$ cat src/rtl/nvsc_consts.svh
// Overview of operation
// - hold store/busy line high through every ordinary write cycle.
// - six reads 0000,1555,0AAA,1FFF,10F0 then 0F0F store or 0F0E recall.
// - write strobe stays high during all six sequence accesses.
// - host holds store line low at least 15 ns to request a store.
// - each sequence read is framed by chip select, address taken on its fall.
`ifndef NVSC_CONSTS_SVH
`define NVSC_CONSTS_SVH
`define NVSC_CLK_NS 20
`define NVSC_ADDR_W 13
`define NVSC_DATA_W 8
`define NVSC_SEQ_A0 13'h0000
`define NVSC_SEQ_A1 13'h1555
`define NVSC_SEQ_A2 13'h0aaa
`define NVSC_SEQ_A3 13'h1fff
`define NVSC_SEQ_A4 13'h10f0
`define NVSC_SEQ_STORE 13'h0f0f
`define NVSC_SEQ_RECALL 13'h0f0e
// access timing: setup, strobe width, hold in ns
`define NVSC_T_SETUP_NS 20
`define NVSC_T_SETUP_CYC ((`NVSC_T_SETUP_NS + `NVSC_CLK_NS - 1) / `NVSC_CLK_NS)
`define NVSC_T_PULSE_NS 60
`define NVSC_T_PULSE_CYC ((`NVSC_T_PULSE_NS + `NVSC_CLK_NS - 1) / `NVSC_CLK_NS)
`define NVSC_T_HOLD_NS 20
`define NVSC_T_HOLD_CYC ((`NVSC_T_HOLD_NS + `NVSC_CLK_NS - 1) / `NVSC_CLK_NS)
// hardware store request pulse, least 15 ns
`define NVSC_T_HSREQ_NS 15
`define NVSC_T_HSREQ_CYC ((`NVSC_T_HSREQ_NS + `NVSC_CLK_NS - 1) / `NVSC_CLK_NS)
// busy must appear within 300 ns
`define NVSC_T_BUSY_NS 300
`define NVSC_T_BUSY_CYC (`NVSC_T_BUSY_NS / `NVSC_CLK_NS)
// store time 10 ms, recall 20 us, recovery 700 ns
`define NVSC_T_STORE_NS 10000000
`define NVSC_T_STORE_CYC (`NVSC_T_STORE_NS / `NVSC_CLK_NS)
`define NVSC_T_RECALL_NS 20000
`define NVSC_T_RECALL_CYC (`NVSC_T_RECALL_NS / `NVSC_CLK_NS)
`define NVSC_T_RECOVER_NS 700
`define NVSC_T_RECOVER_CYC ((`NVSC_T_RECOVER_NS + `NVSC_CLK_NS - 1) / `NVSC_CLK_NS)
`define NVSC_CNT_W 24
`endif

$ cat src/rtl/nvsc_pkg.sv
package nvsc_pkg;
   typedef enum logic [2:0] {
      NVSC_OP_READ = 3'h0,
      NVSC_OP_WRITE = 3'h1,
      NVSC_OP_SW_STORE = 3'h2,
      NVSC_OP_SW_RECALL = 3'h3,
      NVSC_OP_HW_STORE = 3'h4
   } nvsc_op_t;
   typedef struct packed {
      nvsc_op_t op;
      logic [12:0] addr;
      logic [7:0] data;
   } nvsc_req_t;
   typedef struct packed {
      logic [7:0] data;
      logic busy_seen;
   } nvsc_rsp_t;
   typedef struct packed {
      logic chip_sel_n;
      logic wr_n;
      logic out_en_n;
      logic [12:0] addr;
   } nvsc_pins_t;
endpackage

$ cat src/rtl/nvsc_host.sv
`timescale 1ns/1ps
`include "nvsc_consts.svh"
// host controller driving the nonvolatile sram pins
module nvsc_host (
   // clock and reset
   input wire logic sys_clk,
   input wire logic rst_n,
   // request side
   input wire logic req_valid,
   input wire nvsc_pkg::nvsc_req_t req,
   output logic req_ready,
   output logic rsp_valid,
   output nvsc_pkg::nvsc_rsp_t rsp,
   // memory control pins
   output nvsc_pkg::nvsc_pins_t pins,
   // data pins
   input wire logic [7:0] dq_in,
   output logic [7:0] dq_out,
   output logic dq_oe,
   // store/busy open-drain line
   input wire logic hw_store_busy_n_in,
   output logic hw_store_busy_n_out,
   output logic hw_store_busy_n_oe
);
   import nvsc_pkg::*;

   typedef enum logic [6:0] {
      ST_IDLE = 7'b0000001,
      ST_SETUP = 7'b0000010,
      ST_PULSE = 7'b0000100,
      ST_HOLD = 7'b0001000,
      ST_HSREQ = 7'b0010000,
      ST_HSWAIT = 7'b0100000,
      ST_NVWAIT = 7'b1000000
   } nvsc_state_t;

   nvsc_state_t state_reg;
   nvsc_req_t cur_reg;
   logic [2:0] step_reg;
   logic [1:0] busy_sync_reg;
   logic busy_seen_reg;
   logic busy_low;
   logic tmr_load;
   logic [`NVSC_CNT_W-1:0] tmr_val;
   logic tmr_done;
   logic [12:0] seq_addr;
   logic is_seq;
   logic last_step;

   // two-flop synchroniser on the store/busy line
   always_ff @(posedge sys_clk or negedge rst_n) begin
      if (!rst_n) begin
         busy_sync_reg <= 2'h3;
      end else begin
         busy_sync_reg <= {busy_sync_reg[0], hw_store_busy_n_in};
      end
   end
   assign busy_low = !busy_sync_reg[1];

   assign is_seq = (cur_reg.op == NVSC_OP_SW_STORE) || (cur_reg.op == NVSC_OP_SW_RECALL);
   assign last_step = !is_seq || (step_reg == 3'h5);

   always_comb begin
      unique case (step_reg)
         3'h0: seq_addr = `NVSC_SEQ_A0;
         3'h1: seq_addr = `NVSC_SEQ_A1;
         3'h2: seq_addr = `NVSC_SEQ_A2;
         3'h3: seq_addr = `NVSC_SEQ_A3;
         3'h4: seq_addr = `NVSC_SEQ_A4;
         default: seq_addr = (cur_reg.op == NVSC_OP_SW_STORE) ?
                             `NVSC_SEQ_STORE : `NVSC_SEQ_RECALL;
      endcase
   end

   // timer load per state transition
   always_comb begin
      tmr_load = 1'b0;
      tmr_val = '0;
      unique case (state_reg)
         ST_IDLE: begin
            if (req_valid) begin
               tmr_load = 1'b1;
               tmr_val = (req.op == NVSC_OP_HW_STORE) ?
                         `NVSC_CNT_W'(`NVSC_T_HSREQ_CYC) : `NVSC_CNT_W'(`NVSC_T_SETUP_CYC);
            end
         end
         ST_SETUP: begin
            tmr_load = tmr_done;
            tmr_val = `NVSC_CNT_W'(`NVSC_T_PULSE_CYC);
         end
         ST_PULSE: begin
            tmr_load = tmr_done;
            tmr_val = `NVSC_CNT_W'(`NVSC_T_HOLD_CYC);
         end
         ST_HOLD: begin
            tmr_load = tmr_done;
            tmr_val = last_step ? (cur_reg.op == NVSC_OP_SW_RECALL ?
                      `NVSC_CNT_W'(`NVSC_T_RECALL_CYC) : `NVSC_CNT_W'(`NVSC_T_STORE_CYC)) :
                      `NVSC_CNT_W'(`NVSC_T_SETUP_CYC);
         end
         ST_HSREQ: begin
            tmr_load = tmr_done;
            tmr_val = `NVSC_CNT_W'(`NVSC_T_STORE_CYC);
         end
         ST_HSWAIT: begin
            tmr_load = tmr_done;
            tmr_val = `NVSC_CNT_W'(`NVSC_T_RECOVER_CYC);
         end
         ST_NVWAIT: begin
            tmr_load = 1'b0;
         end
      endcase
   end

   nvsc_timer u_timer (
      .sys_clk(sys_clk),
      .rst_n(rst_n),
      .load(tmr_load),
      .load_val(tmr_val),
      .done(tmr_done)
   );

   // main sequencer
   always_ff @(posedge sys_clk or negedge rst_n) begin
      if (!rst_n) begin
         state_reg <= ST_IDLE;
         cur_reg <= '0;
         step_reg <= 3'h0;
      end else begin
         unique case (state_reg)
            ST_IDLE: begin
               if (req_valid) begin
                  cur_reg <= req;
                  step_reg <= 3'h0;
                  state_reg <= (req.op == NVSC_OP_HW_STORE) ? ST_HSREQ : ST_SETUP;
               end
            end
            ST_SETUP: if (tmr_done) begin
               state_reg <= ST_PULSE;
            end
            ST_PULSE: if (tmr_done) begin
               state_reg <= ST_HOLD;
            end
            ST_HOLD: if (tmr_done) begin
               if (!is_seq) begin
                  state_reg <= ST_IDLE;
               end else if (last_step) begin
                  state_reg <= ST_NVWAIT;
               end else begin
                  step_reg <= step_reg + 3'h1;
                  state_reg <= ST_SETUP;
               end
            end
            ST_HSREQ: if (tmr_done) begin
               state_reg <= ST_HSWAIT;
            end
            ST_HSWAIT: if (tmr_done) begin
               state_reg <= ST_NVWAIT;
            end
            ST_NVWAIT: if (tmr_done && !busy_low) begin
               state_reg <= ST_IDLE;
            end
         endcase
      end
   end

   // pin drive: chip select framed reads and writes
   always_ff @(posedge sys_clk or negedge rst_n) begin
      if (!rst_n) begin
         pins <= '{chip_sel_n: 1'b1, wr_n: 1'b1, out_en_n: 1'b1, addr: '0};
         dq_out <= '0;
         dq_oe <= 1'b0;
      end else begin
         pins.chip_sel_n <= !(tmr_load && state_reg == ST_SETUP);
         if (state_reg == ST_PULSE && !tmr_done) begin
            pins.chip_sel_n <= 1'b0;
         end
         pins.wr_n <= !((state_reg == ST_SETUP || state_reg == ST_PULSE) &&
                        cur_reg.op == NVSC_OP_WRITE);
         pins.addr <= is_seq ? seq_addr : cur_reg.addr;
         pins.out_en_n <= !((state_reg == ST_SETUP || state_reg == ST_PULSE) &&
                            cur_reg.op == NVSC_OP_READ);
         dq_out <= cur_reg.data;
         dq_oe <= (state_reg == ST_SETUP || state_reg == ST_PULSE || state_reg == ST_HOLD)
                  && cur_reg.op == NVSC_OP_WRITE;
      end
   end

   always_ff @(posedge sys_clk or negedge rst_n) begin
      if (!rst_n) begin
         hw_store_busy_n_oe <= 1'b0;
      end else begin
         hw_store_busy_n_oe <= (state_reg == ST_IDLE && req_valid && req.op == NVSC_OP_HW_STORE)
                               || (state_reg == ST_HSREQ && !tmr_done);
      end
   end
   assign hw_store_busy_n_out = 1'b0;

   // answers: read data, and whether the device signalled busy
   always_ff @(posedge sys_clk or negedge rst_n) begin
      if (!rst_n) begin
         rsp_valid <= 1'b0;
         rsp <= '0;
         busy_seen_reg <= 1'b0;
         req_ready <= 1'b0;
      end else begin
         rsp_valid <= 1'b0;
         req_ready <= (state_reg == ST_IDLE) && !req_valid;
         if (state_reg == ST_IDLE) begin
            busy_seen_reg <= 1'b0;
         end else if (busy_low) begin
            busy_seen_reg <= 1'b1;
         end
         if (state_reg == ST_PULSE && tmr_done && cur_reg.op == NVSC_OP_READ) begin
            rsp.data <= dq_in;
         end
         if ((state_reg == ST_HOLD && tmr_done && !is_seq) ||
             (state_reg == ST_NVWAIT && tmr_done && !busy_low)) begin
            rsp_valid <= 1'b1;
            rsp.busy_seen <= busy_seen_reg || busy_low;
         end
      end
   end

   // write never overlaps the host driving the store line low
   a_write_store_high: assert property (@(posedge sys_clk) disable iff (!rst_n)
      !pins.wr_n |-> !hw_store_busy_n_oe) else $error("write while store line driven");
   a_seq_no_write: assert property (@(posedge sys_clk) disable iff (!rst_n)
      is_seq && state_reg != ST_IDLE |-> pins.wr_n) else $error("write in sequence");
   // request pulse at least one cycle then released
   a_hsreq_pulse: assert property (@(posedge sys_clk) disable iff (!rst_n)
      $rose(hw_store_busy_n_oe) |-> ##[1:4] !hw_store_busy_n_oe) else $error("bad pulse");
   // sequence access framed by chip select
   a_seq_framed: assert property (@(posedge sys_clk) disable iff (!rst_n)
      $fell(pins.chip_sel_n) && is_seq |-> pins.addr == $past(seq_addr))
      else $error("sequence address wrong");
   a_addr_stable_sel: assert property (@(posedge sys_clk) disable iff (!rst_n)
      !pins.chip_sel_n |-> $stable(pins.addr)) else $error("address moved while selected");
   c_read: cover property (@(posedge sys_clk) rsp_valid && cur_reg.op == NVSC_OP_READ);
   c_sw_store: cover property (@(posedge sys_clk) rsp_valid && cur_reg.op == NVSC_OP_SW_STORE);
   c_hw_store: cover property (@(posedge sys_clk) rsp_valid && cur_reg.op == NVSC_OP_HW_STORE);
endmodule

$ cat src/rtl/nvsc_timer.sv
`timescale 1ns/1ps
`include "nvsc_consts.svh"
// loadable down counter, done is high while the count is zero
module nvsc_timer (
   // clock and reset
   input wire logic sys_clk,
   input wire logic rst_n,
   // control
   input wire logic load,
   input wire logic [`NVSC_CNT_W-1:0] load_val,
   // status
   output logic done
);
   logic [`NVSC_CNT_W-1:0] cnt_reg;

   // count down to zero after each load
   always_ff @(posedge sys_clk or negedge rst_n) begin
      if (!rst_n) begin
         cnt_reg <= '0;
      end else if (load) begin
         cnt_reg <= load_val;
      end else if (cnt_reg != '0) begin
         cnt_reg <= cnt_reg - 1'b1;
      end
   end

   assign done = (cnt_reg == '0);
endmodule

$ cat config.mk
export PLATFORM = sky130hd
export DESIGN_NAME = nvsc_host
export DESIGN_NICKNAME = d
export VERILOG_FILES = /design/src/rtl/nvsc_pkg.sv /design/src/rtl/nvsc_host.sv /design/src/rtl/nvsc_timer.sv
export VERILOG_INCLUDE_DIRS = /design/src /design/src/rtl
export SDC_FILE = /design/constraint.sdc
export NUM_CORES = 1
export LEC_CHECK = 0
export BUFFER_PORTS_ARGS = -buffer_cell sky130_fd_sc_hd__buf_2
export CAP_MARGIN = 10
export CORE_ASPECT_RATIO = 1.25
export CORE_MARGIN = 1
export CORE_UTILIZATION = 60
export CTS_CLUSTER_SIZE = 30
export DETAILED_ROUTE_END_ITERATION = 8
export GPL_TIMING_DRIVEN = 0
export MAX_ROUTING_LAYER = met4
export PLACE_DENSITY_LB_ADDON = 0.05
export SYNTH_ARGS = -nofsm -noshare
export SYNTH_HDL_FRONTEND = slang
export SYNTH_SLANG_ARGS = --single-unit
export TNS_END_PERCENT = 20
$ cat constraint.sdc
create_clock -name sys_clk -period 5.4 [get_ports sys_clk]
set_input_delay 0.81 -clock sys_clk [delete_from_list [all_inputs] [get_ports sys_clk]]
set_output_delay 0.81 -clock sys_clk [all_outputs]
set_load 0.005 [all_outputs]
==> flow_summary_export.csv, run 1 <==
group,metric,value,unit
status,status,"finished, final reports clean",
logic_synthesis,yosysUniqueCellTypes,52,
placement,port_buffers,72,
cts,cts-hold-fix-buffers,0,
setup_path,setup.worst_path.class,"register to register",
logic_synthesis,synthesis.area,4460,sq um
layout,fill_cells,540,
logic_synthesis,synth_warnings,0,
pwr,combPwrFrac,0.450,
layout,nets,529,
layout,seq_area,2460,sq um
sta,max_freq,0.329,GHz
pwr,power_density,567,nW/um^2
logic_synthesis,ys_seq_area_frac,0.552,
setup_path,slowest_delay,0.64,ns
cts,cts_sinks,98,
sta,skew,0.00958,ns
die,num_io_pins,74,
pwr,clock_power_share,0.157,
grt,grt_pass1_wl,15600,um
logic_synthesis,synthFlopType,"dfrtp_1",
detailed_routing,wl,9390,um
die,row_count,34,
sta,finalHoldViolations,0,
cts,cts_tree,"yes",
cts,clock-root-buffer,"clkbuf_8",
layout,area_delta_synth_final,15.7,%
pwr,power_frac_seq,0.393,
detailed_routing,num_vias,3367,
pwr,internal_power,1720,uW
setup_path,critPathCaptureType,"register",
cts,cts_resized,0,
die,die_w,79.1,um
pwr,p_total,2930,uW
sta,tightest_slew,0.882,ns
setup_path,crit_path_top_delay_cell,"nor4_1",
pwr,irDropWorstVdd,0.000431,V
detailed_routing,viasPerCell,5.80,
die,dieHeight,98.4,um
sta,fin_crit_sh,0.564,
detailed_routing,final_antenna_net_count,0,
grt,overflow,0,
sta,layout_min_cycle_time,3.04,ns
pwr,switchingPower,1200,uW
cts,post-cts-setup-buffers,0,
layout,drive_gt1_frac,0.289,
grt,grt_max_degree,54,
layout,multi_input_area,1890,sq um
cts,path_clk_slew,0.10,ns
detailed_routing,drc,0,
placement,finalWeightedCongestion,0.914,
cts,cts_made_buffers,9,
sta,slew_headroom,0.407,
detailed_routing,first_pass_iters,4,
worst_hold_path,hp-class,"register to register",
sta,rsz0062_at_grt,"false",
setup_path,arrival,3.28,ns
die,start_util,0.631,
die,dieArea,7780,sq um
detailed_routing,routedWlPerCell,16.2,um
setup_path,worst-path-max-fanout,10,
setup_path,required,5.64,ns
placement,dp_hpwl,6830,um
run,drv_cap,0,
sta,setup_viol,0,
grt,grt_pass1_vias,3354,
cts,htreeDepth,3,
logic_synthesis,ys_ff_latch,98,
logic_synthesis,async_flop_share,1.00,
setup_path,crit_chain,"nor4_1 > nand4_1 > or2_1 > mux2i_1 > clkbuf_1 > nor2_1",
detailed_routing,drt_iter0_drc,123,
logic_synthesis,avgSynthCellArea,11.1,sq um
logic_synthesis,syn_inst,402,
sta,drv_slew,0,
cts,clk_path_buf_depth,2,
grt,track_usage,0.269,
pwr,swShare,0.411,
setup_path,start_kind,"register",
layout,diodes,0,
cts,clk_latency,0.36,ns
sta,fin_tns_setup,0,ns
grt,antenna_found_initial,0,
logic_synthesis,synth_fp_nets,445,
die,core,7060,sq um
pwr,leakage,0.00265,uW
logic_synthesis,synth_edf_count,0,
## cell type report
cell class                      count  share of cell area
Buffer                             17              0.0136
Clock buffer                       10              0.0267
Clock inverter                      6              0.0119
Inverter                            9             0.00655
Multi-Input combinational cell    278               0.367
Sequential cell                    98               0.477
Tap cell                           90              0.0218
Timing Repair Buffer               73              0.0757
## through the flow
stage                     utilization  hold WS [ns]  instance area [sq um]  setup WS, ns  cells
final                           0.731         0.361                   5160          2.36    581
after CTS                       0.731         0.362                   5160          2.37    581
after global routing            0.731         0.364                   5160          2.13    581
after floorplan                     -         0.345                   4460          2.96    402
after global placement          0.698         0.346                   4930          2.38    564
after detailed placement        0.702         0.347                   4960          2.41    565
## cells by family (layout without fill, tap and decap cells)
logic type,Yosys count,after routing,share of synthesized area
flip-flops,98,98,0.552
other,1,1,0.000841
AND/OR/NAND/NOR,138,138,0.161
buffers and inverters,26,115,0.0233
adder cells (fa/ha/maj),7,7,0.0197
AO/OA/AOI/OAI,74,74,0.109
multiplexers,39,39,0.0977
XOR/XNOR,19,19,0.0373
## power groups by stage
| stage | combinational, uW | sequential [uW] | clock, uW |
|---|---|---|---|
| floorplan | 954 | 1130 | 0 |
| global route | 1480 | 1180 | 493 |
| detailed placement | 1300 | 1160 | 0 |
| CTS | 1310 | 1150 | 466 |
| finish | 1320 | 1150 | 459 |
| global placement | 1270 | 1150 | 0 |
## worst max-delay path, delay by kind of cell, from the launching register on
family | cells | cell delay, ns
buffers and inverters | 1 | 0.40
flip-flops | 1 | 0.42
AND/OR/NAND/NOR | 4 | 1.70
multiplexers | 1 | 0.40
## worst paths after layout
path / startpoint / to / slack (ns) / depth (start not counted)
hold / removal: busy_sync_reg[0] / busy_sync_reg[1] / 0.36 / 0
min in group asynchronous: rst_n / u_timer.cnt_reg[12] / 0.43 / 1
setup reg to reg: u_timer.cnt_reg[4] / u_timer.cnt_reg[2] / 2.36 / 6
hold reg to reg: busy_sync_reg[0] / busy_sync_reg[1] / 0.36 / 0
setup / recovery: u_timer.cnt_reg[4] / u_timer.cnt_reg[2] / 2.36 / 6
max in group asynchronous: rst_n / pins[13] / 4.25 / 2
## cells in the mapped netlist, types with 10 or more instances
| library cell | instances | share of area |
|---|---|---|
| dfrtp_1 | 92 | 0.52 |
| o22ai_1 | 10 | 0.014 |
| clkbuf_1 | 14 | 0.012 |
| nand2_1 | 34 | 0.029 |
| xor2_1 | 13 | 0.026 |
| nand3_1 | 10 | 0.011 |
| o21ai_0 | 16 | 0.018 |
| nor3_1 | 14 | 0.016 |
| nor2_1 | 28 | 0.024 |
| mux2_2 | 35 | 0.088 |
## cells in the final DEF, fill, tap and decap left out, drive strengths merged, types with 8 or more instances in the layout
cell,n
clkbuf,24
xor2,13
nor2,28
buf,76
or3,8
o211ai,8
nand4,9
mux2,36
o21ai,20
nor4,8
a21oi,9
nand3,10
inv,10
nor3,15
dfrtp,92
o22ai,10
nand2,34
## routing by layer
metal / track usage / wire length [um] / up-vias
met5: - / 0 / -
met4: 0.0993 / 186 / 0
met3: 0.0505 / 328 / 15
met2: 0.445 / 4890 / 76
met1: 0.326 / 3990 / 1656
li1: - / - / 1620
No activity file was read; power rests on OpenSTA's default activity.
==> run 2: changes to the inputs <==
- CORE_UTILIZATION: 60 -> 56
- clock period: 5.4 -> 2.9 ns (I/O delays scaled with it)
==> run 2 against run 1 <==
Via count is 0.15% lower; sequential share of layout area is 0.21 points lower; wire length is 2.6% lower; sequential power is 85% higher; critical path type unchanged; setup slack worse by 2.1 ns.
==> flow_summary_export.csv, run 2 (synthesis gave the netlist of run 1 again) <==
group,metric,value,unit
status,status,"finished, final reports clean",
setup_path,critical-path-top-delay-family,"buffers and inverters",
layout,fill_cells,619,
setup_path,reg2reg_slack,0.22,ns
setup_path,arrival,2.93,ns
cts,cts_made_buffers,9,
detailed_routing,num_vias,3362,
cts,clock-root-buffer,"clkbuf_8",
grt,grt_pass1_wl,15000,um
pwr,power_frac_seq,0.385,
setup_path,required,3.15,ns
die,core,7750,sq um
setup_path,start_kind,"register",
grt,track_usage,0.249,
grt,overflow,0,
detailed_routing,final_antenna_net_count,0,
sta,finalHoldViolations,0,
grt,grt_max_degree,63,
cts,path_clk_slew,0.09,ns
pwr,swShare,0.403,
placement,placed_area,4970,sq um
sta,worst_slack,0.222,ns
grt,grt_pass1_vias,3128,
layout,nets,530,
detailed_routing,routedWlPerCell,15.6,um
pwr,clock_power_share,0.164,
die,row_count,36,
run,drv_cap,0,
worst_hold_path,hp-class,"input port to asynchronous set/reset pin",
sta,tightest_slew,0.858,ns
cts,htreeDepth,3,
sta,setup_viol,0,
pwr,switchingPower,2230,uW
setup_path,cp_common_cell,"clkbuf_1",
layout,diodes,0,
setup_path,setup.worst_path.class,"register to register",
layout,finish.instance_area,5180,sq um
layout,fin_util,0.669,
placement,dp_hpwl,6590,um
cts,clk_path_buf_depth,2,
pwr,p_total,5530,uW
pwr,irDropWorstVdd,0.000550,V
die,start_util,0.575,
placement,finalWeightedCongestion,0.964,
detailed_routing,first_pass_iters,4,
sta,max_freq,0.373,GHz
placement,place_ws,-0.0394,ns
cts,cts_sinks,98,
layout,instances_no_fill,587,
sta,layout_min_cycle_time,2.68,ns
die,die_w,81.8,um
die,dieArea,8320,sq um
setup_path,crit_path_top_delay_cell,"a21boi_2",
layout,final_common_cell,"dfrtp_1",
layout,area_delta_synth_final,16.3,%
placement,place_inst,570,
setup_path,crit_buf_inv,2,
sta,skew,0.00887,ns
detailed_routing,viasPerCell,5.73,
sta,slew_headroom,0.423,
placement,port_buffers,72,
cts,cts_tree,"yes",
layout,drive_gt1_frac,0.291,
sta,fin_crit_sh,0.923,
layout,final_cell_mix,"92 x dfrtp_1, 73 x buf_2, 35 x mux2_2",
pwr,combPwrFrac,0.451,
pwr,power_density,1070,nW/um^2
setup_path,crit_chain,"clkbuf_1 > nor3_2 > o21ai_0 > a21boi_2 > mux2i_1 > clkbuf_1 > nor2_1",
detailed_routing,drt_iter0_drc,188,
cts,cts-hold-fix-buffers,0,
pwr,internal_power,3300,uW
sta,drv_slew,0,
grt,antenna_found_initial,0,
setup_path,critPathCaptureType,"register",
cts,clk_latency,0.37,ns
die,num_io_pins,74,
sta,rsz0062_at_grt,"false",
die,dieHeight,102,um
pwr,leakage,0.00265,uW
detailed_routing,wl,9150,um
setup_path,worst-path-max-fanout,10,
setup_path,slowest_delay,0.45,ns
detailed_routing,drc,0,
-- run 2: cell count changes in the layout (fill, tap and decap cells not counted) --
cell	change
clkbuf_1	+1
buf_4	+1
inv_6	+1
a21boi_2	+1
inv_8	-1
clkinvlp_4	+1
clkinv_4	-2
a21boi_1	-1
clkinv_8	-1
bufinv_16	+1
-- run 2: routing by layer --
layer  GRT usage  part of all wire  routed length (um)
met5           -                 0                   0
met3      0.0450             0.038                 347
met1       0.307              0.43                3980
met4       0.108             0.024                 220
met2       0.396              0.50                4600
-- run 2: worst paths after layout --
path	cells after the start	endpoint	from
worst max-delay path	7	u_timer.cnt_reg[11]	state_reg[1]
worst min-delay path	1	u_timer.cnt_reg[4]	rst_n
worst max register to register	7	u_timer.cnt_reg[11]	state_reg[1]
worst min register to register	0	busy_sync_reg[1]	busy_sync_reg[0]
max in group asynchronous	2	pins[14]	rst_n
min in group sys_clk	1	busy_sync_reg[0]	hw_store_busy_n_in
-- run 2: power by group through the flow --
stage          clock network [uW]  logic, uW  registers [uW]
2_1_floorplan                   0       1780            2110
3_3_place_gp                    0       2390            2130
3_5_place_dp                    0       2450            2160
4_1_cts                       922       2470            2130
5_1_grt                       976       2790            2200
6_report                      907       2490            2130
-- run 2: timing repair --
item	in CTS	in global routing
hold endpoints to repair	0	0
pin swaps	1	0
setup endpoints to repair	11	10
gates resized for setup	0	1
setup buffers	1	0
-- run 2: final cells by class --
cell class / instances / area [sq um] / area share
inverters: 9 / 33.8 / 0.00652
clock inverters: 5 / 62.6 / 0.0121
well taps: 95 / 119 / 0.0229
repair buffers: 74 / 398 / 0.0768
flip-flops and latches: 98 / 2460 / 0.475
clock buffers: 11 / 141 / 0.0273
multi-input cells: 278 / 1900 / 0.366
plain buffers: 17 / 70.1 / 0.0135
-- run 2: through the flow --
step	hold slack (ns)	setup TNS [ns]
final	0.0119	0
after detailed placement	0.355	-0.198
after floorplan	0.139	0
after global placement	0.346	-0.282
after global routing	0.0435	0
after CTS	0.0231	0
